<file path="src/adc_seq_pkg.sv">
// Package: register map, field positions and reset values of the sequence controller
package adc_seq_pkg;

    // Register word offsets (byte address = 4 * index)
    localparam logic [3:0] OFS_CONTROL_TWO   = 4'h0;
    localparam logic [3:0] OFS_CONTROL_THREE = 4'h1;
    localparam logic [3:0] OFS_CONTROL_FOUR  = 4'h2;
    localparam logic [3:0] OFS_CONTROL_FIVE  = 4'h3;
    localparam logic [3:0] OFS_STATUS        = 4'h4;
    localparam logic [3:0] OFS_TEST          = 4'h5;
    localparam logic [3:0] OFS_RESULT0       = 4'h8;

    // Control two fields
    localparam int POS_POWER_UP     = 7;
    localparam int POS_JUSTIFY      = 1;
    localparam int POS_SIGNED       = 0;
    localparam logic [7:0] RST_CONTROL_TWO = 8'h00;

    // Control three fields
    localparam int POS_FIFO_EN      = 1;
    localparam int POS_SINGLE_CONV  = 0;
    localparam logic [7:0] RST_CONTROL_THREE = 8'h00;

    // Control four: conversion time field
    localparam int POS_CONV_TIME_LO = 0;
    localparam int CONV_TIME_W      = 4;
    localparam logic [7:0] RST_CONTROL_FOUR = 8'h01;

    // Control five fields
    localparam int POS_EIGHT_SEQ    = 6;
    localparam int POS_SCAN         = 5;
    localparam int POS_MULTI        = 4;
    localparam int POS_SPECIAL      = 3;
    localparam int POS_CHAN_LO      = 0;
    localparam logic [7:0] RST_CONTROL_FIVE = 8'h00;

    // Status fields
    localparam int POS_SEQ_COMPLETE = 7;
    localparam int POS_BUSY         = 6;
    localparam int POS_CONV_CNT_LO  = 0;

    // Test register fields
    localparam int POS_TEST_RST     = 15;

    // Sequence lengths
    localparam logic [3:0] SEQ_LEN_ONE   = 4'h1;
    localparam logic [3:0] SEQ_LEN_FOUR  = 4'h4;
    localparam logic [3:0] SEQ_LEN_EIGHT = 4'h8;

    // Timing: clocks per approximation step at conversion time field zero
    localparam int STEP_BASE_CYCLES = 2;

    localparam logic [31:0] READ_UNMAPPED = 32'h0000_0000;

endpackage

</file>
<file path="src/adc_sequence_control.sv">
// Conversion sequencer with Avalon-MM register slave
// What this block does
// - Channel-select bits pick the first channel of a multi-channel sequence, unmasked.
// - Top channel-select bit stays unmasked even in eight-channel sequence mode.
// - Special-channel bit converts internal references; software clears channel bits.
// - Writing control four aborts the running sequence and starts a new one.
// - Writing control two or three never aborts a running sequence.
// - Writing control five aborts, clears conversion flags and starts a new sequence.
// - In continuous scan the complete flag sets after every finished sequence.
// - Reading the test register returns the approximation register contents.
// - Writing the test reset bit resets the converter logic.
// - Eight-channel sequence length kept, overridden by single-conversion select.
// - Control two holds justify and signed bits, reset to unsigned default.
// - Control three holds FIFO and single-conversion bits, reset to old behaviour.
`timescale 1ns/100ps
module adc_sequence_control #(
    parameter int RES_W = 10,
    parameter int DIV_W = 6
) (
    // Clock and reset
    input  wire logic             mclk,
    input  wire logic             srst,
    // Avalon-MM slave
    input  wire logic [5:0]       address,
    input  wire logic             read,
    input  wire logic             write,
    input  wire logic [31:0]      writedata,
    output logic [31:0]           readdata,
    output logic                  waitrequest,
    // Analog front end
    input  wire logic             comp_high,
    output logic [2:0]            mux_channel,
    output logic                  internal_reference_select,
    output logic [RES_W-1:0]      dac_level,
    output logic                  sample_en
);
    typedef enum logic [1:0] {ST_IDLE, ST_START, ST_CONVERT, ST_STORE} seq_state_t;

    seq_state_t state;
    logic [7:0] converter_control_two;
    logic [7:0] converter_control_three;
    logic [7:0] converter_control_four;
    logic [7:0] converter_control_five;
    logic       sequence_complete_flag;
    logic [7:0] result_valid;
    logic [RES_W-1:0] results [0:7];
    logic [2:0] cur_channel;
    logic [2:0] conv_index;
    logic [2:0] fifo_slot;
    logic [3:0] seq_len;
    logic       ack_pending;
    logic       conv_reset;
    logic       seq_restart;
    logic       seq_done;
    logic       step_en;
    logic       sar_busy;
    logic       sar_done;
    logic [RES_W-1:0] approximation_register;
    logic       start_conv;
    logic       next_complete;

    wire logic [3:0] reg_index = address[5:2];
    wire logic wr_acc = write && !ack_pending;
    wire logic rd_acc = read && !ack_pending;
    wire logic wr_two   = wr_acc && reg_index == adc_seq_pkg::OFS_CONTROL_TWO;
    wire logic wr_three = wr_acc && reg_index == adc_seq_pkg::OFS_CONTROL_THREE;
    wire logic wr_four  = wr_acc && reg_index == adc_seq_pkg::OFS_CONTROL_FOUR;
    wire logic wr_five  = wr_acc && reg_index == adc_seq_pkg::OFS_CONTROL_FIVE;
    wire logic wr_test  = wr_acc && reg_index == adc_seq_pkg::OFS_TEST;

    wire logic start_channel_bit0 = converter_control_five[adc_seq_pkg::POS_CHAN_LO];
    wire logic start_channel_bit1 = converter_control_five[adc_seq_pkg::POS_CHAN_LO+1];
    wire logic start_channel_bit2 = converter_control_five[adc_seq_pkg::POS_CHAN_LO+2];
    wire logic eight_conversion_sequence = converter_control_five[adc_seq_pkg::POS_EIGHT_SEQ];
    wire logic scan_mode   = converter_control_five[adc_seq_pkg::POS_SCAN];
    wire logic multi_mode  = converter_control_five[adc_seq_pkg::POS_MULTI];
    wire logic single_conversion_select = converter_control_three[adc_seq_pkg::POS_SINGLE_CONV];
    wire logic fifo_enable = converter_control_three[adc_seq_pkg::POS_FIFO_EN];
    wire logic result_justify = converter_control_two[adc_seq_pkg::POS_JUSTIFY];
    wire logic result_signed  = converter_control_two[adc_seq_pkg::POS_SIGNED];

    // Result formatting: justify into 16 bits, signed flips the midscale bit
    function automatic logic [15:0] format_result(input logic [RES_W-1:0] raw,
                                                  input logic justify,
                                                  input logic signed_fmt);
        logic [RES_W-1:0] val;
        logic [15:0]      out;
        val = signed_fmt ? (raw ^ {1'b1, {(RES_W-1){1'b0}}}) : raw;
        out = 16'h0000;
        if (justify)
            out[RES_W-1:0] = val;
        else
            out[15 -: RES_W] = val;
        if (justify && signed_fmt)
            out[15:RES_W] = {(16-RES_W){val[RES_W-1]}};
        return out;
    endfunction

    // Sequence length from the mode bits
    function automatic logic [3:0] pick_length(input logic single, input logic eight);
        if (single)
            return adc_seq_pkg::SEQ_LEN_ONE;
        else if (eight)
            return adc_seq_pkg::SEQ_LEN_EIGHT;
        else
            return adc_seq_pkg::SEQ_LEN_FOUR;
    endfunction

    assign conv_reset  = srst || (wr_test && writedata[adc_seq_pkg::POS_TEST_RST]);
    assign seq_restart = wr_four || wr_five;

    // Bus handshake: one wait cycle per access, answer on second edge
    always_ff @(posedge mclk)
    begin
        if (srst)
            ack_pending <= 1'b0;
        else
            ack_pending <= (read || write) && !ack_pending;
    end
    assign waitrequest = (read || write) && !ack_pending;

    always_ff @(posedge mclk)
    begin
        if (srst)
        begin
            converter_control_two   <= adc_seq_pkg::RST_CONTROL_TWO;
            converter_control_three <= adc_seq_pkg::RST_CONTROL_THREE;
            converter_control_four  <= adc_seq_pkg::RST_CONTROL_FOUR;
            converter_control_five  <= adc_seq_pkg::RST_CONTROL_FIVE;
        end
        else
        begin
            if (wr_two)
                converter_control_two <= writedata[7:0];
            if (wr_three)
                converter_control_three <= writedata[7:0];
            if (wr_four)
                converter_control_four <= writedata[7:0];
            if (wr_five)
                converter_control_five <= writedata[7:0];
        end
    end

    // Read mux, registered for the answer edge
    always_ff @(posedge mclk)
    begin
        if (srst)
            readdata <= adc_seq_pkg::READ_UNMAPPED;
        else if (rd_acc)
        begin
            readdata <= adc_seq_pkg::READ_UNMAPPED;
            if (reg_index == adc_seq_pkg::OFS_CONTROL_TWO)
                readdata <= {24'h00_0000, converter_control_two};
            else if (reg_index == adc_seq_pkg::OFS_CONTROL_THREE)
                readdata <= {24'h00_0000, converter_control_three};
            else if (reg_index == adc_seq_pkg::OFS_CONTROL_FOUR)
                readdata <= {24'h00_0000, converter_control_four};
            else if (reg_index == adc_seq_pkg::OFS_CONTROL_FIVE)
                readdata <= {24'h00_0000, converter_control_five};
            else if (reg_index == adc_seq_pkg::OFS_STATUS)
                readdata <= {24'h00_0000, sequence_complete_flag, sar_busy, 3'b000, conv_index};
            else if (reg_index == adc_seq_pkg::OFS_TEST)
                readdata <= {16'h0000, {(16-RES_W){1'b0}}, approximation_register};
            else if (reg_index[3])
                readdata <= {16'h0000, format_result(results[reg_index[2:0]], result_justify, result_signed)};
        end
    end

    // Step enable from conversion time field
    step_divider #(
        .DIV_W (DIV_W)
    ) u_div (
        .mclk    (mclk),
        .srst    (conv_reset),
        .restart (seq_restart),
        .period  (DIV_W'(converter_control_four[adc_seq_pkg::POS_CONV_TIME_LO +: adc_seq_pkg::CONV_TIME_W])
                  + DIV_W'(adc_seq_pkg::STEP_BASE_CYCLES - 1)),
        .step_en (step_en)
    );

    sar_engine #(
        .RES_W (RES_W)
    ) u_sar (
        .mclk      (mclk),
        .srst      (conv_reset),
        .start     (start_conv),
        .abort     (seq_restart),
        .step_en   (step_en),
        .comp_high (comp_high),
        .approx    (approximation_register),
        .busy      (sar_busy),
        .done      (sar_done)
    );

    assign start_conv = (state == ST_START);
    assign seq_done   = sar_done && ({1'b0, conv_index} + 4'h1 == seq_len);

    // Sequencer
    always_ff @(posedge mclk)
    begin
        if (conv_reset)
        begin
            state       <= ST_IDLE;
            cur_channel <= 3'h0;
            conv_index  <= 3'h0;
            seq_len     <= adc_seq_pkg::SEQ_LEN_FOUR;
        end
        else if (seq_restart)
        begin
            // Abort and start at once; written value of control five takes effect
            state      <= ST_START;
            conv_index <= 3'h0;
            if (wr_five)
            begin
                cur_channel <= writedata[adc_seq_pkg::POS_CHAN_LO +: 3];
                seq_len     <= pick_length(single_conversion_select, writedata[adc_seq_pkg::POS_EIGHT_SEQ]);
            end
            else
            begin
                cur_channel <= {start_channel_bit2, start_channel_bit1, start_channel_bit0};
                seq_len     <= pick_length(single_conversion_select, eight_conversion_sequence);
            end
        end
        else
        begin
            case (state)
                ST_IDLE:
                    state <= ST_IDLE;
                ST_START:
                    state <= ST_CONVERT;
                ST_CONVERT:
                    if (sar_done)
                        state <= ST_STORE;
                ST_STORE:
                begin
                    if ({1'b0, conv_index} + 4'h1 >= seq_len)
                    begin
                        conv_index  <= 3'h0;
                        cur_channel <= {start_channel_bit2, start_channel_bit1, start_channel_bit0};
                        state       <= scan_mode ? ST_START : ST_IDLE;
                    end
                    else
                    begin
                        conv_index <= conv_index + 3'h1;
                        if (multi_mode)
                            cur_channel <= cur_channel + 3'h1;
                        state <= ST_START;
                    end
                end
                default:
                    state <= ST_IDLE;
            endcase
        end
    end

    // Result slot: by conversion index, or rolling position with FIFO
    always_ff @(posedge mclk)
    begin
        if (conv_reset)
        begin
            fifo_slot    <= 3'h0;
            result_valid <= 8'h00;
            for (int i = 0; i < 8; i++)
                results[i] <= '0;
        end
        else
        begin
            if (wr_five)
                result_valid <= 8'h00;
            if (wr_five && !fifo_enable)
                fifo_slot <= 3'h0;
            if (sar_done && !seq_restart)
            begin
                if (fifo_enable)
                begin
                    results[fifo_slot] <= approximation_register;
                    result_valid[fifo_slot] <= 1'b1;
                    fifo_slot <= fifo_slot + 3'h1;
                end
                else
                begin
                    results[conv_index] <= approximation_register;
                    result_valid[conv_index] <= 1'b1;
                end
            end
        end
    end

    // Complete flag: clear by control five write wins, as no set is taken during a restart
    always_comb
    begin
        next_complete = sequence_complete_flag;
        if (wr_five)
            next_complete = 1'b0;
        if (seq_done && !seq_restart)
            next_complete = 1'b1;
    end

    always_ff @(posedge mclk)
    begin
        if (conv_reset)
            sequence_complete_flag <= 1'b0;
        else
            sequence_complete_flag <= next_complete;
    end

    // Front end drive
    always_ff @(posedge mclk)
    begin
        if (conv_reset)
        begin
            mux_channel               <= 3'h0;
            internal_reference_select <= 1'b0;
            dac_level                 <= '0;
            sample_en                 <= 1'b0;
        end
        else
        begin
            mux_channel               <= cur_channel;
            internal_reference_select <= converter_control_five[adc_seq_pkg::POS_SPECIAL];
            dac_level                 <= approximation_register;
            sample_en                 <= (state == ST_START);
        end
    end
endmodule

</file>
<file path="src/sar_engine.sv">
// Successive approximation engine: one conversion, bit by bit
`timescale 1ns/100ps
module sar_engine #(
    parameter int RES_W = 10
) (
    // Clock and reset
    input  wire logic             mclk,
    input  wire logic             srst,
    // Control
    input  wire logic             start,
    input  wire logic             abort,
    input  wire logic             step_en,
    // Comparator
    input  wire logic             comp_high,
    // Results
    output logic [RES_W-1:0]      approx,
    output logic                  busy,
    output logic                  done
);
    logic [RES_W-1:0] trial_bit;

    always_ff @(posedge mclk)
    begin
        if (srst || abort)
        begin
            approx    <= '0;
            trial_bit <= '0;
            busy      <= 1'b0;
            done      <= 1'b0;
        end
        else if (start)
        begin
            approx    <= {1'b1, {(RES_W-1){1'b0}}};
            trial_bit <= {1'b1, {(RES_W-1){1'b0}}};
            busy      <= 1'b1;
            done      <= 1'b0;
        end
        else
        begin
            done <= 1'b0;
            if (busy && step_en)
            begin
                // Keep the trial bit only when the input lies above the trial level
                if (!comp_high)
                    approx <= approx & ~trial_bit;
                if (trial_bit[0])
                begin
                    busy <= 1'b0;
                    done <= 1'b1;
                end
                else
                begin
                    trial_bit <= trial_bit >> 1;
                    approx    <= (comp_high ? approx : (approx & ~trial_bit)) | (trial_bit >> 1);
                end
            end
        end
    end
endmodule

</file>
<file path="src/step_divider.sv">
// Divider: one-cycle step enable at a programmable rate
`timescale 1ns/100ps
module step_divider #(
    parameter int DIV_W = 6
) (
    // Clock and reset
    input  wire logic             mclk,
    input  wire logic             srst,
    // Control
    input  wire logic             restart,
    input  wire logic [DIV_W-1:0] period,
    // Enable out
    output logic                  step_en
);
    logic [DIV_W-1:0] count;

    always_ff @(posedge mclk)
    begin
        if (srst || restart)
        begin
            count   <= '0;
            step_en <= 1'b0;
        end
        else if (count >= period)
        begin
            count   <= '0;
            step_en <= 1'b1;
        end
        else
        begin
            count   <= count + 1'b1;
            step_en <= 1'b0;
        end
    end
endmodule

</file>
<file path="config.mk">
export PLATFORM = sky130hd
export DESIGN_NAME = adc_sequence_control
export DESIGN_NICKNAME = d
export VERILOG_FILES = /design/src/adc_seq_pkg.sv /design/src/adc_sequence_control.sv /design/src/sar_engine.sv /design/src/step_divider.sv
export SDC_FILE = /design/constraint.sdc
export NUM_CORES = 1
export LEC_CHECK = 0
export BUFFER_PORTS_ARGS = -buffer_cell sky130_fd_sc_hd__buf_2
export CAP_MARGIN = 5
export CORE_MARGIN = 1
export CORE_UTILIZATION = 25
export CTS_BUF_LIST = sky130_fd_sc_hd__clkbuf_2 sky130_fd_sc_hd__clkbuf_4 sky130_fd_sc_hd__clkbuf_8
export DETAILED_ROUTE_END_ITERATION = 8
export GPL_ROUTABILITY_DRIVEN = 0
export SYNTH_ARGS = -nofsm -noshare
export SYNTH_HDL_FRONTEND = slang
export SYNTH_SLANG_ARGS = --single-unit
</file>
<file path="constraint.sdc">
create_clock -name mclk -period 8.2 [get_ports mclk]
set_input_delay 1.23 -clock mclk [delete_from_list [all_inputs] [get_ports mclk]]
set_output_delay 1.23 -clock mclk [all_outputs]
set_load 0.01 [all_outputs]
</file>
[After elaboration in Yosys (flattened, before gate mapping)]
Memory sizes are Yosys's and may differ from the RTL's.
Cells that the tools add are included.
Word-level totals
  flip-flop bits (word level): 125
  latch bits: 0
  bits in writable memories: 80
  ROM bits: 0
  output and inout bits: 48
  logic and storage cells: 153
  memories: 1
Operators by class
  add/subtract/negate cells: 6
  $mul: 0
  divide/modulo/power cells: 0
  magnitude comparators: 2
  equality and inequality tests: 12
  shifts and indexed selects: 0
  multiplexer cells: 61
  bitwise logic cells: 6
  reduce and logical (&&, ||, !) cells: 39
Memory list
  results: words 8, width 10, rd ports 1, clocked after memory_dff 0, wr ports 8, line adc_sequence_control.sv:46  | logic [RES_W-1:0] results [0:7];
Operators by type and width (number)
  two-way mux 16 bit: 7
  two-way mux 10 bit: 10
  two-way mux 3 bit: 11
  two-way mux 4 bit: 6
  two-way mux 1 bit: 22
  OR reduction 10 bit: 2
  two-way mux 6 bit: 3
  logical AND 1 bit: 15
  AND 10 bit: 1
  inverter 10 bit: 1
  OR 10 x 9 -> 10 bit: 1
  adder 3 x 1 -> 3 bit (second input constant): 3
  equality test 4 x 2 -> 1 bit (second input constant): 2
  equality test 4 x 3 -> 1 bit (second input constant): 2
  one-hot mux 2 bit (4 select lines): 1
  AND reduction 2 bit: 4
  nonzero test 2 bit: 4
  adder 6 x 1 -> 6 bit (second input constant): 1
  greater-or-equal comparator 6 x 5 -> 1 bit: 1
  OR reduction 2 bit: 3
  adder 4 x 1 -> 5 bit (second input constant): 1
  adder 3 x 1 -> 4 bit (second input constant): 1
  equality test 2 bit (second input constant): 2
  equality test 4 x 1 -> 1 bit (second input constant): 1
  other kinds (14): 21

[Depth between registers and ports, before layout]
Gate-level depths: netlist of the first run.
  depth in word-level cells: 12
  gate-level depth with buffers: 8
  mapped depth without buffers: 8

[Modules after synthesis]
Synthesis of the first run repeated with hierarchy kept, for this count alone.
Second synthesis, totals
  cell total of the unflattened synthesis: 909
  area total of the unflattened synthesis: 8908.5 µm²
Modules (own cells, without submodules)
  adc_sequence_control: instances 1, cells each 770, area each 7653.6 µm², seq. area each 3983.8 µm²
  sar_engine: instances 1, cells each 93, area each 849.6 µm², seq. area each 440.4 µm²
  step_divider: instances 1, cells each 46, area each 405.4 µm², seq. area each 140.1 µm²

[Worst setup path after synthesis of the first run]
No wires, ideal clock.
  path kind: in2reg
  start: in address[5]
  end: mem results[6][0], enable pin
  setup time: 0.391 ns
  arrival: 3.384 ns
  required time: 7.809 ns
  slack: 4.425 ns
  stages on the path: 7
  buffers on the path: 2
  cell sequence: buf_4 -> and4bb_4 -> a31o_2 -> buf_6 -> nor3_4 -> mux2_2 -> o21ai_0
RTL lines
  start, declared: line adc_sequence_control.sv:24  | input wire logic [5:0] address,
  end, declared: line adc_sequence_control.sv:46

==> results.md, run 1 <==
- Detailed-route via count: between 6,000 and 7,000
- Vias in the first global route: 6,347
- H-tree depth: 4
- Clock latency of the later-clocked register in the worst-skew pair: 0.49 ns
- Clock slew seen by the registers of the worst setup and hold paths: ~0.10 ns
- Core footprint: 33,800 µm²
- Clock Tree Root: sky130_fd_sc_hd__clkbuf_8
- First-pass DRT Iterations: 5
- Cell family with most CP delay: compound AO/OA/AOI/OAI gates
- Final-report setup violation count: 0
- Seq cells post-synth: 188
- CTS max path bufs: 2
- Worst Slack Setup Final: 4.17 ns
- Cell type of the slowest stage on the worst timing path: sky130_fd_sc_hd__o21ai_0
- Switching Power: between 500 and 600 µW
- Initial Util: between 20% and 30%
- Pwr Density: 187 nW/µm²
- Floorplan die area: 35,400 µm²
- Number of hold-slack violations in the final timing report: 0
- Power share of the combinational group: about a tenth
- Antenna viol nets, final: 0
- Count of buffers added by post-CTS timing repair for setup: 0
- Classification of the worst setup path: in -> reg
- Number of primary I/O pins: 91
- CTS tree: built
- Setup repair after global routing missed its margin: false
- GRT Residual Overflow: 0
- Post-Syn Instances: 867
- Share of async-settable or async-resettable flops after synthesis: 0%
- Per-cell routed wire length: 17.0 µm
- Width of the chip: 188 µm
- Type of the worst min-delay path: reg -> reg
- Post-CTS Hold Fix Bufs: 0
- EDFF count, synth: 80
- Maximum clock rate: 248 MHz
- Setup tns final: 0 ns
- Top post-synthesis cells by area: sky130_fd_sc_hd__edfxtp_1 (28%), sky130_fd_sc_hd__dfxtp_1 (25%), sky130_fd_sc_hd__nor2_1 (6.1%)
- Synth warnings: 0
- Syn Std Cell Area: ~8700 µm²
- Maxcap violations: 0
- Worst IR drop on VDD: 0.0000954 V
- Worst Tran Pin Value: 0.954 ns
- Most frequent cells in the layout: sky130_fd_sc_hd__nor2_1 (140), sky130_fd_sc_hd__nand2_1 (109), sky130_fd_sc_hd__dfxtp_1 (108)
- Total leakage power: 3.63 nW
- Largest area contributor in the synthesized netlist: sky130_fd_sc_hd__edfxtp_1
- Via density: 4.72
- Count of buffers from port buffering: 49
- List of cells traversed by the critical path: buf_2, buf_4, and4bb_4, a31o_2, nor3_4, mux2i_1, buf_4, o21ai_0, buf_4
- Setup slack at placement: 3.64 ns
- Worst setup SP type: primary input
- Average size of a mapped cell: 9.98 µm²
- Max Slew Vio Count: 0
- Row count: 67
- Top-area cell type share of the netlist area: 27.8%
- Post-layout minimum cycle time: 4.03 ns
- Buffers plus inverters on the worst setup path: 4
- Antenna violations before repair: 2
- Global-route usage over all layers: 13.3%
- # nets final: 962
- Global-route wire length before repair: ~36 mm
- Vertical die dimension: 188 µm
- Count of different cell masters after synthesis: around 60
- Design internal power: approximately 1.3 mW
- DRT iter0 DRCs: 490
- Required time of the critical path: 8.40 ns
- Clock share of power: between 30% and 40%
- Total of fill cells in the finished design: 3,563
- Post-Route WL: 23.1 mm
- Largest stage delay, worst path: 0.73 ns
- Worst endpoint data arrival time: 4.23 ns
- Share of the yosys chip area belonging to registers: 52.8%
- Maximum number of pins on one net before global-route repair: 50
- Final HPWL DP: around 16 mm
- Remaining routing DRC violations: 0
- Clock tree sinks: 188
- Portion of total power attributed to sequential cells: a little under three fifths
- Final worst clock skew: 0.0143 ns
- CTS buffer count: 17
- Layout cells sized above 1: 14.3%
- Most common library cell in the layout ignoring fill and taps: sky130_fd_sc_hd__nor2_1
- Switching fraction of total power: between 20 and 30%
- Primary FF master, synth: sky130_fd_sc_hd__dfxtp_1
- Relative max-transition margin: 36.3%
- Area growth syn-to-layout: 11.7%
- Result of the run: finished clean
- Ratio of final minimum period to clock period: 49.1%
- Cts repair resizes: 0
- Highest net fanout along the worst path: between 40 and 50
- Type of destination of the critical path: flop
- Most common cell on crit path: sky130_fd_sc_hd__buf_4
==> area by class of cell <==
class / instances / area [µm²] / area share [%]
inverters: 14 / 52.6 / 0.544
diodes: 1 / 2.50 / 0.0259
multi-input cells: 616 / 3740 / 38.7
repair buffers: 66 / 373 / 3.86
well taps: 448 / 561 / 5.80
clock buffers: 18 / 248 / 2.56
flip-flops and latches: 188 / 4560 / 47.2
clock inverters: 14 / 123 / 1.27
==> cells by family after synthesis <==
family	synth area share [%]
DFF	52.8
xor gates and xnor gates	1.11
buffers and inverters	4.74
adders and majority gates	2.31
AOI/OAI and AO/OA	10.7
muxes	9.39
and+or+nand+nor	18.9
other	0.0433
==> Yosys cell counts (3+ instances only) <==
library cell / number
sky130_fd_sc_hd__nor2_1: 140
sky130_fd_sc_hd__nand2_1: 109
sky130_fd_sc_hd__dfxtp_1: 108
sky130_fd_sc_hd__edfxtp_1: 80
sky130_fd_sc_hd__a21oi_1: 60
sky130_fd_sc_hd__mux2i_1: 44
sky130_fd_sc_hd__o21ai_0: 26
sky130_fd_sc_hd__nand3_1: 24
sky130_fd_sc_hd__clkbuf_1: 22
sky130_fd_sc_hd__buf_2: 19
sky130_fd_sc_hd__buf_4: 19
sky130_fd_sc_hd__nor2b_1: 18
sky130_fd_sc_hd__ha_1: 16
sky130_fd_sc_hd__and2_1: 15
sky130_fd_sc_hd__nor3_1: 15
sky130_fd_sc_hd__inv_1: 14
sky130_fd_sc_hd__nand2b_1: 14
sky130_fd_sc_hd__o22ai_1: 14
sky130_fd_sc_hd__mux4_2: 12
sky130_fd_sc_hd__a221oi_1: 9
sky130_fd_sc_hd__mux2_2: 9
sky130_fd_sc_hd__a31oi_1: 6
sky130_fd_sc_hd__xnor2_1: 6
sky130_fd_sc_hd__o211ai_1: 5
sky130_fd_sc_hd__xor2_1: 5
sky130_fd_sc_hd__and3_1: 4
sky130_fd_sc_hd__a211oi_1: 3
sky130_fd_sc_hd__a311o_1: 3
sky130_fd_sc_hd__buf_6: 3
sky130_fd_sc_hd__nand3b_1: 3
sky130_fd_sc_hd__nand4_1: 3
sky130_fd_sc_hd__or3_1: 3
==> state kept, by name, summed over array words and instances, names as in the netlist, 6 cells and up <==
signal / cells
readdata: 16
u_sar.trial_bit: 10
converter_control_five: 8
converter_control_three: 8
dac_level: 10
converter_control_two: 8
u_sar.approx: 10
u_div.count: 6
results: 80
converter_control_four: 8
==> worst register-to-register path: stages (launching register included) <==
cell,delay [ns]
sky130_fd_sc_hd__dfxtp_1,0.48
sky130_fd_sc_hd__nor2b_1,0.12
sky130_fd_sc_hd__a31o_2,0.39
sky130_fd_sc_hd__nor3_4,0.31
sky130_fd_sc_hd__mux2i_1,0.12
sky130_fd_sc_hd__buf_4,0.23
sky130_fd_sc_hd__o21ai_0,0.73
sky130_fd_sc_hd__buf_4,0.31
==> power groups by stage <==
| stage | clock (mW) | combinational [mW] | sequential (mW) |
|---|---|---|---|
| CTS | 0.617 | 0.176 | 1.03 |
| global placement | 0 | 0.173 | 1.05 |
| floorplan | 0 | 0.125 | 1.05 |
| finish | 0.603 | 0.174 | 1.03 |
| detailed placement | 0 | 0.175 | 1.05 |
| global route | 0.650 | 0.193 | 1.03 |
==> path summary, 6_finish.rpt <==
check,startpoint,to,slack (ns),depth (start not counted)
hold reg to reg,converter_control_two[2],converter_control_two[2],0.45,2
setup reg to reg,ack_pending,results[4][6],5.24,7
setup / recovery,address[2],results[4][6],4.17,9
hold / removal,converter_control_two[2],converter_control_two[2],0.45,2
==> through the flow <==
| stage | util [%] | power (mW) | hold slack, ns | cells | instance area (µm²) |
|---|---|---|---|---|---|
| final | 28.6 | 1.81 | 0.455 | 1365 | 9660 |
| after global routing | 28.6 | 1.88 | 0.469 | 1364 | 9660 |
| after CTS | 28.6 | 1.82 | 0.457 | 1364 | 9660 |
| after detailed placement | 27.5 | 1.23 | 0.443 | 1332 | 9290 |
| after global placement | 27.5 | 1.22 | 0.436 | 1332 | 9290 |
| after floorplan | - | 1.17 | 0.432 | 882 | 8710 |
==> layer usage <==
layer | up-vias | wire [µm] | GRT usage [%]
li1 | 3102 | - | -
met1 | 3134 | 10500 | 17.5
met2 | 167 | 11000 | 21.7
met3 | 34 | 1230 | 2.90
met4 | 2 | 422 | 4.38
met5 | - | 13 | 0
Power figures use the tool's default switching activity.
==> run 2, diff against run 1 <==
Clock period 8.2 ns to 3.3 ns, I/O delays scaled along.
==> run 2 against run 1 <==
Net effect:
- non-clock buffer count grew 17
- power rose to 2.5 times the previous value
- global-route usage increased by 0.095 points
- sequential power rose by 150%
- critical path type is now reg -> reg
- critical path depth shrank 1
- combinational power grew to 2.6 times the previous value
- sequential share of layout area shrank 0.81 points
- worst setup slack got worse by 3.6 ns
==> results.md, run 2 (synthesis gave the netlist of run 1 again) <==
- Global-route wire length before repair: 36.0 mm
- Post-layout minimum cycle time: 2.72 ns
- Most common library cell in the layout ignoring fill and taps: sky130_fd_sc_hd__nor2_1
- Remaining routing DRC violations: 0
- Pwr Density: 467 nW/µm²
- Ratio of final minimum period to clock period: 82.4%
- Worst setup SP type: flop
- Count of buffers added by post-CTS timing repair for setup: 0
- Maximum clock rate: 368 MHz
- Depth of the most critical reg-to-reg path: 8
- Worst Tran Pin Value: 0.924 ns
- Final worst clock skew: 0.0179 ns
- Row count: 67
- Clock slew seen by the registers of the worst setup and hold paths: 0.10 ns
- Register Area: 4560 µm²
- Antenna violations before repair: 2
- Most crowded layer after global routing: met2
- Total of fill cells in the finished design: approximately 3,500
- Vias in the first global route: approximately 6,400
- Post-Route WL: 23.5 mm
- Via density: 4.70
- Global-route usage over all layers: 13.4%
- Vertical die dimension: ~190 µm
- Global-route track usage on met3: 2.75%
- Largest register by flop count: results
- Worst IR drop on VDD: ~0.00025 V
- GRT Residual Overflow: 0
- Multi-input gate area: 3740 µm²
- First-pass DRT Iterations: 6
- Floorplan die area: 35,400 µm²
- Cts repair resizes: 0
- CTS buffer count: 17
- Total leakage power: 3.71 nW
- Worst Hold Path Cells: 3
- Clock tree sinks: 188
- Clock Tree Root: sky130_fd_sc_hd__clkbuf_8
- Maxcap violations: 0
- Final HPWL DP: 16.4 mm
- # nets final: 979
- Flip-flop count of the largest register after layout: 80
- Area growth syn-to-layout: 13.6%
- Count of buffers from port buffering: 49
- CTS max path bufs: 2
- Post-CTS Hold Fix Bufs: 0
- Layout cells sized above 1: between 15 and 20%
- Type of the worst min-delay path: in -> reg
- Max Slew Vio Count: 0
- Number of hold-slack violations in the final timing report: 0
- Total power: between 4 and 5 mW
- Detailed-route via count: 6,507
- Final-report setup violation count: 0
- Largest registers: results (80), readdata (16)
- Required time of the critical path: about 3.6 ns
- CTS tree: built
- Width of the chip: about 190 µm
- Classification of the worst setup path: reg -> reg
- Result of the run: finished clean
- DRT iter0 DRCs: 461
- Highest net fanout along the worst path: 7
- Relative max-transition margin: 38.3%
- Number of primary I/O pins: about 90
- Setup tns final: 0 ns
- Per-cell routed wire length: 17.0 µm
- Met1 GRT Util: around 17%
- Setup repair after global routing missed its margin: false
- Worst endpoint data arrival time: 3.06 ns
- Antenna viol nets, final: 0
- Initial Util: about a quarter
- Most frequent cells in the layout: sky130_fd_sc_hd__nor2_1 (140), sky130_fd_sc_hd__nand2_1 (109), sky130_fd_sc_hd__dfxtp_1 (108)
- Core footprint: 33,800 µm²
- Clock latency of the later-clocked register in the worst-skew pair: 0.48 ns
- H-tree depth: 4
- Type of destination of the critical path: flop
- Global Route met2 Usage: 22.0%
- Maximum number of pins on one net before global-route repair: a little under 50
run 2: final timing paths:
| kind | start | endpoint | slack [ns] |
|---|---|---|---|
| worst max-delay path | conv_index[0] | cur_channel[0] | 0.58 |
| worst min-delay path | writedata[3] | converter_control_five[3] | 0.30 |
| worst max register to register | conv_index[0] | cur_channel[0] | 0.58 |
| worst min register to register | seq_len[3] | seq_len[3] | 0.46 |
run 2: area by class of cell:
type / count / area share (%)
Antenna cell: 2 / 0.0509
Multi-Input combinational cell: 616 / 38.0
Inverter: 14 / 0.535
Clock buffer: 19 / 2.53
Tap cell: 448 / 5.70
Sequential cell: 188 / 46.4
Clock inverter: 13 / 1.62
Timing Repair Buffer: 83 / 5.09
run 2: power by group:
group	switching [mW]	internal [mW]	total (mW)
registers	0.0596	2.50	2.56
logic	0.286	0.163	0.449
clock network	0.871	0.711	1.58
run 2: routing by layer:
layer | vias up | wire (µm) | share of wire [%]
met5 | - | 28 | 0.12
met1 | 3163 | 10400 | 44
li1 | 3137 | - | -
met2 | 171 | 11200 | 48
met4 | 2 | 634 | 2.7
met3 | 34 | 1200 | 5.1
run 2: per-stage QoR:
step	util [%]	cell area [µm²]	hold WS [ns]	worst slack (ns)	instances
after floorplan	-	8710	0.432	0.260	882
after global placement	27.9	9420	0.437	0.606	1349
after detailed placement	27.9	9420	0.443	0.567	1349
after CTS	29.1	9820	0.292	0.574	1381
after global routing	29.1	9830	0.294	0.437	1382
final	29.1	9830	0.303	0.582	1383
run 2: critical path, stage by stage (launching register included):
cell and delay, ns:
sky130_fd_sc_hd__dfxtp_1 0.46, sky130_fd_sc_hd__ha_1 0.25, sky130_fd_sc_hd__xor2_1 0.17, sky130_fd_sc_hd__ha_1 0.29, sky130_fd_sc_hd__and4b_1 0.28, sky130_fd_sc_hd__a311oi_2 0.52
sky130_fd_sc_hd__mux2_2 0.40, sky130_fd_sc_hd__nand4_1 0.09, sky130_fd_sc_hd__o311ai_0 0.13
==> run 3, diff against run 2 <==
Clock period 3.3 ns to 2.7 ns, I/O delays scaled along.
==> run 3 against run 2 <==
Net effect:
- via count grew 1.5%
- register-to-register slack lost 0.33 ns
- cell area grew 0.65%
- non-clock buffer count grew 10
- sequential cell count is the same
- largest cell class unchanged
==> results.md, run 3 (synthesis gave the netlist of run 1 again) <==
- Flip-flop count of the largest register after layout: 80
- Antenna violations before repair: 1
- Clock slew seen by the registers of the worst setup and hold paths: 0.11 ns
- Detailed-route via count: 6,603
- GRT Residual Overflow: 0
- Maximum number of pins on one net before global-route repair: 49
- CTS max path bufs: 2
- Antenna viol nets, final: 0
- Number of primary I/O pins: 91
- Type of the worst min-delay path: in -> reg
- CTS tree: built
- Register-to-register setup slack: 0.25 ns
- Setup tns final: 0 ns
- Via density: 4.74
- Maxcap violations: 0
- Layout cells sized above 1: 17.0%
- Width of the chip: ~190 µm
- Required time of the critical path: roughly 3.1 ns
- Most frequent cells in the layout: sky130_fd_sc_hd__nor2_1 (140), sky130_fd_sc_hd__nand2_1 (109), sky130_fd_sc_hd__dfxtp_1 (106)
- Power share of the combinational group: 10.2%
- Area growth syn-to-layout: 14.4%
- Floorplan die area: ~35,000 µm²
- Cell Count Post-Placement: 1,359
- Ratio of final minimum period to clock period: 90.6%
- Per-cell routed wire length: 17.0 µm
- Final worst clock skew: between 0.015 and 0.02 ns
- Global-route usage over all layers: between 10% and 20%
- Vertical die dimension: 188 µm
- Global-route wire length before repair: roughly 37 mm
- Design internal power: about 4 mW
- Vias in the first global route: 6,331
- Final HPWL DP: 16.6 mm
- Clock share of power: 33.7%
- Post-CTS Hold Fix Bufs: 0
- Maximum clock rate: between 400 and 500 MHz
- Total leakage power: 3.77 nW
- Filler-free cell count of the finished design: 1,392
- # nets final: around 990
- Most common library cell in the layout ignoring fill and taps: sky130_fd_sc_hd__nor2_1
- Switching fraction of total power: 27.2%
- Clock latency of the later-clocked register in the worst-skew pair: about 0.48 ns
- Relative max-transition margin: ~50%
- Remaining routing DRC violations: 0
- Classification of the worst setup path: reg -> reg
- Portion of total power attributed to sequential cells: a little under three fifths
- Clock tree sinks: around 190
- Initial Util: 25.6%
- Row count: 67
- Pwr Density: 563 nW/µm²
- Setup slack at placement: 0.162 ns
- Final-report setup violation count: 0
- Count of buffers from port buffering: 49
- Post-Route WL: 23.7 mm
- Number of hold-slack violations in the final timing report: 0
- Worst endpoint data arrival time: 2.84 ns
- Max Slew Vio Count: 0
- Worst Slack Setup Final: 0.255 ns
- Total of fill cells in the finished design: about 3,500
- Clock Tree Root: sky130_fd_sc_hd__clkbuf_8
- Switching Power: 1.52 mW
- Worst setup SP type: flop
- Worst IR drop on VDD: 0.000232 V
- Total power: ~5.6 mW
- Type of destination of the critical path: flop
- Setup repair after global routing missed its margin: false
- CTS buffer count: 17
- H-tree depth: 4
- Result of the run: finished clean
- Final Core Density: 29.3%
- Largest register by flop count: results
- First-pass DRT Iterations: 5
- Worst Tran Pin Value: 0.751 ns
- Core footprint: 33,800 µm²
- DRT iter0 DRCs: 564
- Largest registers: results (80), readdata (16)
- Highest net fanout along the worst path: 8
- Post-layout minimum cycle time: 2.45 ns
-- run 3: cell types whose count changed in the layout (fill, tap and decap cells not counted), moves of 2 or more --
cell,delta
sky130_fd_sc_hd__buf_4,+9
sky130_fd_sc_hd__o21ai_1,+7
sky130_fd_sc_hd__dfxtp_1,-2
sky130_fd_sc_hd__clkinvlp_4,-2
sky130_fd_sc_hd__o21ai_0,-7
sky130_fd_sc_hd__dfxtp_2,+2
sky130_fd_sc_hd__inv_4,+2
sky130_fd_sc_hd__clkinv_4,-3
sky130_fd_sc_hd__inv_6,+4
-- run 3: area by class of cell --
class	count	area [µm²]	area share (%)
Clock buffer	19	255	2.58
Tap cell	448	561	5.67
Antenna cell	1	2.50	0.0253
Sequential cell	188	4570	46.2
Clock inverter	13	129	1.30
Inverter	14	52.6	0.531
Timing Repair Buffer	93	588	5.94
Multi-Input combinational cell	616	3740	37.8
-- run 3: path summary, 6_finish.rpt --
path	end	from	cells after the start
hold reg to reg	converter_control_two[2]	converter_control_two[2]	2
setup reg to reg	cur_channel[1]	conv_index[1]	9
hold / removal	converter_control_five[5]	writedata[5]	3
setup / recovery	cur_channel[1]	conv_index[1]	9
-- run 3: power by group through the flow --
stage | clock network (mW) | logic (mW) | registers (mW)
floorplan | 0 | 0.380 | 3.17
detailed placement | 0 | 0.568 | 3.19
CTS | 1.93 | 0.571 | 3.13
finish | 1.88 | 0.568 | 3.13
global route | 2.03 | 0.623 | 3.14
global placement | 0 | 0.564 | 3.19
-- run 3: through the flow --
step	instance area [µm²]	hold slack (ns)
5_1_grt	9890	0.194
4_1_cts	9890	0.187
2_1_floorplan	8710	0.432
6_report	9890	0.208
3_3_place_gp	9500	0.439
3_5_place_dp	9500	0.442
-- run 3: what timing repair did --
item	4_1_cts	5_1_grt
endpoints found under the setup margin	0	3
setup buffers	0	0
resized for setup	0	3
-- run 3: per-layer routing --
metal | global-route usage [%] | wire length (µm) | up-vias
met5 | 0 | 0 | -
met4 | 4.10 | 316 | 0
met3 | 2.83 | 1210 | 17
met2 | 21.8 | 11200 | 206
met1 | 18.6 | 10900 | 3219
li1 | - | - | 3161
-- run 3: critical path: stages, from the launching register on --
cell and delay [ns]:
sky130_fd_sc_hd__dfxtp_2 0.42, sky130_fd_sc_hd__ha_1 0.23, sky130_fd_sc_hd__xor2_1 0.21, sky130_fd_sc_hd__ha_1 0.31, sky130_fd_sc_hd__and4b_1 0.26, sky130_fd_sc_hd__a311oi_2 0.25
sky130_fd_sc_hd__buf_4 0.20, sky130_fd_sc_hd__mux2i_1 0.07, sky130_fd_sc_hd__a221o_1 0.34, sky130_fd_sc_hd__o31ai_1 0.06
